<file path="config.mk">
export PLATFORM = sky130hd
export DESIGN_NAME = srab_bank
export DESIGN_NICKNAME = d
export VERILOG_FILES = /design/src/srab_pkg.sv /design/src/srab_bank.sv
export SDC_FILE = /design/constraint.sdc
export NUM_CORES = 1
export LEC_CHECK = 0
export BUFFER_PORTS_ARGS = -buffer_cell sky130_fd_sc_hd__buf_2
export CAP_MARGIN = 0
export CORE_MARGIN = 4
export CORE_UTILIZATION = 61
export DETAILED_ROUTE_END_ITERATION = 10
export GPL_TIMING_DRIVEN = 0
export PLACE_DENSITY_LB_ADDON = 0.05
export RECOVER_POWER = 100
export SLEW_MARGIN = 30
export SYNTH_ARGS = -nofsm -noshare
export SYNTH_HDL_FRONTEND = slang
export SYNTH_SLANG_ARGS = --single-unit
export TNS_END_PERCENT = 5
</file>
<file path="constraint.sdc">
create_clock -name clock -period 5.85 [get_ports clock]
set_input_delay 0.2925 -clock clock [delete_from_list [all_inputs] [get_ports clock]]
set_output_delay 0.2925 -clock clock [all_outputs]
set_load 0.05 [all_outputs]
</file>
<file path="src/srab_pkg.sv">
/*
 * Constants and state types for the serial register bank.
 * Assumes a single system clock domain; the serial pins are asynchronous.
 */
package srab_pkg;

	localparam int NCTRL = 16;
	localparam int NSTAT = 8;

	// Frame layout: address in bits 6:0, access bit 7, data in 15:8
	localparam logic [4:0] FRAME_BITS = 5'h10;
	localparam logic [4:0] ADDR_BITS = 5'h07;
	localparam logic [4:0] DATA_FIRST = 5'h08;
	localparam int RW_BIT = 7;

	// Control register indices used by the logic and the checks
	localparam logic [3:0] IDX_MS = 4'h0;
	localparam logic [3:0] IDX_HW = 4'h1;
	localparam logic [3:0] IDX_WD = 4'h2;
	localparam logic [3:0] IDX_GPIO = 4'hc;

	// Field positions in mode_supply_control and hardware_config_control
	localparam int MODE_HI = 7;
	localparam int MODE_LO = 6;
	localparam int VCC2_HI = 4;
	localparam int VCC2_LO = 3;
	localparam int FO_ON_POS = 5;
	localparam int HW_RSVD_POS = 2;
	localparam logic [1:0] MODE_SOFT_RESET = 2'h3;

	// Addresses, index 0 rightmost
	localparam logic [NCTRL-1:0][6:0] CTRL_ADDR = {7'h1e, 7'h19, 7'h18,
		7'h17, 7'h15, 7'h14, 7'h10, 7'h0d, 7'h0c, 7'h08, 7'h07, 7'h06,
		7'h05, 7'h03, 7'h02, 7'h01};
	localparam logic [NSTAT-1:0][6:0] STAT_ADDR = {7'h55, 7'h54, 7'h47,
		7'h46, 7'h44, 7'h43, 7'h42, 7'h40};
	localparam logic [6:0] ADDR_FAM_PROD = 7'h7e;

	// Implemented (non-reserved, writable) bits of each control register
	localparam logic [NCTRL-1:0][7:0] CTRL_WMASK = {8'hff, 8'hff, 8'hff,
		8'hff, 8'h77, 8'h77, 8'h70, 8'h77, 8'h77, 8'h3f, 8'ha7, 8'hc4,
		8'h20, 8'hf7, 8'hfb, 8'hff};

	// Values after power-on or soft reset
	localparam logic [NCTRL-1:0][7:0] CTRL_POR = '0;

	// Restart: kept bits hold, the others take the restart value
	localparam logic [NCTRL-1:0][7:0] CTRL_RST_KEEP = {{14{8'hff}},
		8'hd9, 8'h23};
	localparam logic [NCTRL-1:0][7:0] CTRL_RST_VAL = '0;

	typedef enum logic [2:0] {
		SR_IDLE = 3'b001,
		SR_ADDR = 3'b010,
		SR_DATA = 3'b100
	} srab_phase_t;

	typedef struct packed {
		logic sclk_m;
		logic sclk_s;
		logic sclk_d;
		logic cs_m;
		logic cs_s;
		logic cs_d;
		logic mosi_m;
		logic mosi_s;
		srab_phase_t phase;
		logic [4:0] cnt;
		logic [15:0] shift;
		logic [7:0] tx;
		logic miso;
		logic soft_pulse;
		logic [NCTRL-1:0][7:0] ctrl;
		logic [NSTAT-1:0][7:0] stat;
	} srab_state_t;

endpackage : srab_pkg

</file>
<file path="src/srab_bank.sv">
/*
 * Register bank behind the 16-bit serial command port of the base device.
 * Assumes the serial pins come from another clock domain (mode 0, data
 * LSB first, chip select active low) and that event inputs are synchronous.
 */
`timescale 1ns/10ps
module srab_bank import srab_pkg::*; #(
	parameter logic [7:0] FAM_PROD_ID = 8'h3c // Arbitrary identity value
) (
	// System
	input wire logic clock,
	input wire logic rst_n,
	// Serial pins
	input wire logic spi_clk,
	input wire logic spi_cs_n,
	input wire logic spi_mosi,
	output logic spi_miso,
	output logic spi_miso_oe,
	// Device events
	input wire logic restart_req,
	input wire logic hw_mode_upd,
	input wire logic [1:0] hw_mode_val,
	input wire logic hw_vcc2_off,
	input wire logic hw_fo_set,
	input wire logic [NSTAT-1:0][7:0] status_evt,
	// Register contents and soft reset pulse
	output logic [NCTRL-1:0][7:0] ctrl_regs,
	output logic [NSTAT-1:0][7:0] stat_regs,
	output logic soft_reset_pulse
);

	srab_state_t st_ff;
	srab_state_t nxt_st;

	logic sclk_rise;
	logic sclk_fall;
	logic cs_start;
	logic cs_end;
	logic commit;
	logic cmd_rw;
	logic [6:0] cmd_addr;
	logic [7:0] cmd_data;
	logic [15:0] nxt_shift;

	function automatic logic [4:0] ctrl_idx(input logic [6:0] a);
		ctrl_idx = 5'h10;
		for (int i = 0; i < NCTRL; i++) begin
			if (a == CTRL_ADDR[i]) begin
				ctrl_idx = 5'(i);
			end
		end
	endfunction : ctrl_idx

	function automatic logic [3:0] stat_idx(input logic [6:0] a);
		stat_idx = 4'h8;
		for (int i = 0; i < NSTAT; i++) begin
			if (a == STAT_ADDR[i]) begin
				stat_idx = 4'(i);
			end
		end
	endfunction : stat_idx

	function automatic logic [7:0] rd_val(input logic [6:0] a,
		input srab_state_t s);
		logic [4:0] ci;
		logic [3:0] si;
		ci = ctrl_idx(a);
		si = stat_idx(a);
		rd_val = 8'h00;
		if (!ci[4]) begin
			rd_val = s.ctrl[ci[3:0]] & CTRL_WMASK[ci[3:0]];
		end else if (!si[3]) begin
			rd_val = s.stat[si[2:0]];
		end else if (a == ADDR_FAM_PROD) begin
			rd_val = FAM_PROD_ID;
		end
	endfunction : rd_val

	// Edges are taken from the second and third stages only
	assign sclk_rise = st_ff.sclk_s & ~st_ff.sclk_d;
	assign sclk_fall = ~st_ff.sclk_s & st_ff.sclk_d;
	assign cs_start = ~st_ff.cs_s & st_ff.cs_d;
	assign cs_end = st_ff.cs_s & ~st_ff.cs_d;
	assign commit = cs_end && (st_ff.cnt == FRAME_BITS);
	assign cmd_addr = st_ff.shift[6:0];
	assign cmd_rw = st_ff.shift[RW_BIT];
	assign cmd_data = st_ff.shift[15:8];
	assign nxt_shift = {st_ff.mosi_s, st_ff.shift[15:1]};

	always_comb begin
		logic [4:0] ci;
		logic [3:0] si;
		ci = ctrl_idx(cmd_addr);
		si = stat_idx(cmd_addr);
		nxt_st = st_ff;
		nxt_st.sclk_m = spi_clk;
		nxt_st.sclk_s = st_ff.sclk_m;
		nxt_st.sclk_d = st_ff.sclk_s;
		nxt_st.cs_m = spi_cs_n;
		nxt_st.cs_s = st_ff.cs_m;
		nxt_st.cs_d = st_ff.cs_s;
		nxt_st.mosi_m = spi_mosi;
		nxt_st.mosi_s = st_ff.mosi_m;
		nxt_st.soft_pulse = 1'b0;

		case (st_ff.phase)
			SR_IDLE: begin
				if (cs_start) begin
					nxt_st.cnt = 5'h00;
					nxt_st.miso = 1'b0;
					nxt_st.phase = SR_ADDR;
				end
			end
			SR_ADDR: begin
				if (cs_end) begin
					nxt_st.phase = SR_IDLE;
				end else if (sclk_rise) begin
					nxt_st.shift = nxt_shift;
					nxt_st.cnt = st_ff.cnt + 5'h01;
					if (st_ff.cnt == ADDR_BITS - 5'h01) begin
						nxt_st.tx = rd_val(nxt_shift[15:9], st_ff);
						nxt_st.phase = SR_DATA;
					end
				end
			end
			SR_DATA: begin
				if (cs_end) begin
					nxt_st.phase = SR_IDLE;
				end else if (sclk_rise) begin
					nxt_st.shift = nxt_shift;
					// Saturates so an overlong frame is never committed
					if (st_ff.cnt != 5'h1f) begin
						nxt_st.cnt = st_ff.cnt + 5'h01;
					end
				end else if (sclk_fall) begin
					// data in bits 8 to 15
					if (st_ff.cnt >= DATA_FIRST && st_ff.cnt < FRAME_BITS) begin
						nxt_st.miso = st_ff.tx[st_ff.cnt[2:0]];
					end else begin
						nxt_st.miso = 1'b0;
					end
				end
			end
			default: begin
				nxt_st.phase = SR_IDLE;
			end
		endcase

		if (commit && cmd_rw) begin
			if (!ci[4]) begin
				if (ci[3:0] == IDX_MS && cmd_data[MODE_HI:MODE_LO] ==
					MODE_SOFT_RESET) begin
					nxt_st.soft_pulse = 1'b1;
				end else begin
					nxt_st.ctrl[ci[3:0]] = (st_ff.ctrl[ci[3:0]] &
						~CTRL_WMASK[ci[3:0]]) |
						(cmd_data & CTRL_WMASK[ci[3:0]]);
				end
			end else if (!si[3]) begin
				// Write command clears a status register
				nxt_st.stat[si[2:0]] = 8'h00;
			end
		end

		if (hw_mode_upd) begin
			nxt_st.ctrl[IDX_MS][MODE_HI:MODE_LO] = hw_mode_val;
		end
		if (hw_vcc2_off) begin
			nxt_st.ctrl[IDX_MS][VCC2_HI:VCC2_LO] = 2'h0;
		end
		if (hw_fo_set) begin
			nxt_st.ctrl[IDX_HW][FO_ON_POS] = 1'b1;
		end
		for (int i = 0; i < NSTAT; i++) begin
			nxt_st.stat[i] = nxt_st.stat[i] | status_evt[i];
		end

		if (restart_req) begin
			for (int i = 0; i < NCTRL; i++) begin
				nxt_st.ctrl[i] = (nxt_st.ctrl[i] & CTRL_RST_KEEP[i]) |
					(CTRL_RST_VAL[i] & ~CTRL_RST_KEEP[i]);
			end
		end
		if (nxt_st.soft_pulse) begin
			nxt_st.ctrl = CTRL_POR;
		end
	end

	always_ff @(posedge clock) begin
		if (!rst_n) begin
			st_ff <= '0;
			st_ff.phase <= SR_IDLE;
			st_ff.cs_m <= 1'b1;
			st_ff.cs_s <= 1'b1;
			st_ff.cs_d <= 1'b1;
			st_ff.ctrl <= CTRL_POR;
		end else begin
			st_ff <= nxt_st;
		end
	end

	assign spi_miso = st_ff.miso;
	assign spi_miso_oe = ~st_ff.cs_s;
	assign ctrl_regs = st_ff.ctrl;
	assign stat_regs = st_ff.stat;
	assign soft_reset_pulse = st_ff.soft_pulse;

	logic quiet;
	logic wr_soft;
	assign quiet = !restart_req && !hw_mode_upd && !hw_vcc2_off &&
		!hw_fo_set;
	assign wr_soft = commit && cmd_rw && cmd_addr == CTRL_ADDR[IDX_MS] &&
		cmd_data[MODE_HI:MODE_LO] == MODE_SOFT_RESET;
endmodule : srab_bank

</file>
==> metrics.cfg <==
[outcome]
status=complete, but fails checks
violations=hold timing

[synth]
syn_inst=1719
synth.distinct_cells=97
ys_top_cells_by_area=dfxtp_1 33%, buf_4 10%, a21oi_1 5.6%
synth-async-reset-ratio_pct=0
ys.flop_type=dfxtp_1
synth-edff-count=0
yosys.cell_count.top_type=dfxtp_1
ys_seq_elements=234
netlist_area_um2=14400
avgSynthCellArea_um2=8.375
yosys.area.top_type_share_pct=32.54
yosysTopAreaCell=dfxtp_1
ys.warnings.count=0
synth_fp_nets=1806
synthTopCellsByCount=234 x dfxtp_1, 197 x buf_4, 161 x a21oi_1
yosysSeqAreaShare_pct=32.54

[worst_setup_path]
r2r_end=st_ff[200]
critPathMaxStageDelay_ps=1050
crit_buf_inv=4
cp.arrival_ps=5800
r2r-start=cmd_data[3]
critPathMostFrequentCell=clkbuf_1
reg2reg_slack_ps=530
r2r_cells=12
cpLargestDelayFamily=buffers and inverters
path_max_fanout=11
cp.required_ps=6330
path_cells=clkbuf_1 -> nand3b_1 -> a21o_1 -> a31oi_1 -> clkbuf_1 -> buf_4 -> clkbuf_1 -> ha_1 -> nor4b_1 -> a2111oi_0 -> a31o_1 -> a31oi_1
critical_path_class=flip-flop to flip-flop
startpoint_type=flip-flop
crit_path_end_kind=flip-flop
crit_slowest_cell=a31oi_1

[floorplan]
die_h_um=161.6
fp.dieArea_um2=26120
core_um2=22920
io_pins=270
initial_utilization_pct=62.82
row_count=55
die_w_um=161.6

[sta]
max_freq_ghz=0.1879
hold_viol=6
skew_ps=36.73
max_slew_margin_pct=3.025
post-route-min-period_ps=5321
tightest_slew_ps=1448
period_share_pct=90.95
rsz0062_at_grt=no
fin_hold_ws_ps=-16.99
setup_violations=0
slew_violations=0
setup-tns-final_ps=0

[hold_path]
hold_end=stat_regs[58]
hp-start=status_evt[58]
min_path_cells=3
hold_class=input pin to flip-flop

[cells_and_area]
n_antenna_cell=0
nets=2140
layout-drive-gt1-share_pct=20.92
syn_to_final_growth_pct=18.80

[detailed_routing]
post_drt_wl_per_cell_um=28.08
drt_first_pass_iters=8
vias_per_cell=6.865
dr_total_vias=16359
first_iter_violations=2994
drc_errors=0
drt_wl_total_um=66920
ant_nets=0

[clock_network]
cts_made_buffers=26
cts_resized=0
cts.sinks=234
clk_latency_ps=570
cts_tree=done
clk_pin_slew_ps=70
cts_max_level=1
clockBufferDepth=3
cts-root-buf=clkbuf_16

[global_routing]
grt_pass1_wl_um=97640
grt_pass1_vias=15685
antenna_found_initial=3
grt.total_usage_pct=48.62
grt_max_degree=14
overflow=0

[pwr]
vdd_drop_max_v=0.0002525
p_leak_uw=0.006496
power_density_nw_per_um2=218.4

[placement]
gp_congestion=1.055
io_buffers=269
hpwl_um=45520

[flow_run]
drv_cap=0

-- registers in the layout (all words and copies together), names as in the netlist --
signal / count
ctrl_regs: 128
stat_regs: 64
st_ff: 18
cmd_data: 8
cmd_addr: 7
nxt_st: 5
cmd_rw: 1
nxt_shift: 1
soft_reset_pulse: 1
spi_miso: 1
-- logic make-up (layout without fill, tap and decap cells) --
kind of cell | Yosys count | after routing | share of synthesized area (%)
AND/OR/NAND/NOR | 570 | 570 | 20.68
adder cells (fa/ha/maj) | 12 | 12 | 1.043
flip-flops | 234 | 234 | 32.54
multiplexers | 116 | 116 | 10.08
AO/OA/AOI/OAI | 457 | 457 | 21.08
buffers and inverters | 320 | 671 | 13.98
XOR/XNOR | 10 | 10 | 0.6084
-- per-layer routing --
| metal | global-route usage (%) | up-vias | wire (um) | part of all wire [%] |
|---|---|---|---|---|
| li1 | - | 6653 | - | - |
| met2 | 73.18 | 1685 | 27700 | 41 |
| met3 | 14.37 | 542 | 9780 | 15 |
| met5 | 0.9470 | - | 76 | 0.11 |
| met4 | 35.99 | 8 | 6821 | 10 |
| met1 | 58.83 | 7471 | 22550 | 34 |
-- what timing repair did --
action / in CTS / in global routing
setup buffers: 0 / 0
hold endpoints to repair: 36 / 0
hold buffers: 35 / 0
-- metrics by stage --
step / std cells / area (um^2) / setup slack [ps] / util (%) / power [uW]
2_1_floorplan: 1719 / 14400 / 2624 / - / 1929
3_3_place_gp: 2301 / 16130 / 1436 / 70.41 / 2023
3_5_place_dp: 2303 / 16190 / 1384 / 70.63 / 2035
4_1_cts: 2383 / 17370 / 1394 / 75.78 / 3666
5_1_grt: 2383 / 17100 / 532.2 / 74.63 / 3771
6_report: 2383 / 17100 / 529.3 / 74.63 / 3735
-- tightest hold or removal path: stages --
cell     delay [ps]
buf_2            70
a21oi_1          30
nor2b_1         110
-- layout by cell type (no fill, tap or decap), types with 12 or more instances in the layout --
cell type,n
nor3_1,21
clkbuf_16,26
o211ai_1,16
mux2_2,19
inv_1,24
dlygate4sd3_1,35
o21ai_0,76
mux4_2,21
dfxtp_1,234
buf_4,197
a22oi_1,13
nand2_1,150
nor2_1,111
ha_1,12
mux2i_1,75
a31oi_1,17
and2_1,12
o31ai_1,15
buf_2,107
nand2b_1,18
nand3_1,45
nand4_1,15
a21oi_1,161
a211oi_1,32
clkbuf_1,259
nor2b_1,108
-- how the worst max path moves through the flow --
| stage | slack, ps | startpoint | depth (start not counted) | endpoint |
|---|---|---|---|---|
| 2_1_floorplan | 2620 | cmd_addr[1] | 15 | ctrl_regs[85] |
| 3_3_place_gp | 1440 | cmd_addr[4] | 14 | ctrl_regs[96] |
| 3_5_place_dp | 1380 | cmd_addr[4] | 13 | ctrl_regs[96] |
| 6_report | 530 | cmd_data[3] | 12 | st_ff[200] |
| 4_1_cts | 1390 | cmd_addr[4] | 13 | ctrl_regs[96] |
| 5_1_grt | 530 | cmd_data[3] | 12 | st_ff[200] |
-- power breakdown --
part / switching [uW] / internal [uW]
Clock: 737 / 946
Sequential: 47.1 / 1630
Combinational: 247 / 129
-- layout make-up --
class                   instances  area (um^2)
plain buffers                 295         1912
clock buffers                  36        718.2
clock inverters                 9        112.6
fillers                      1782         5813
inverters                      25        93.84
multi-input cells            1165         7722
flip-flops and latches        234         4684
well taps                     313        391.6
repair buffers                306         1468
Note: power is estimated with default switching activity, not from simulation.
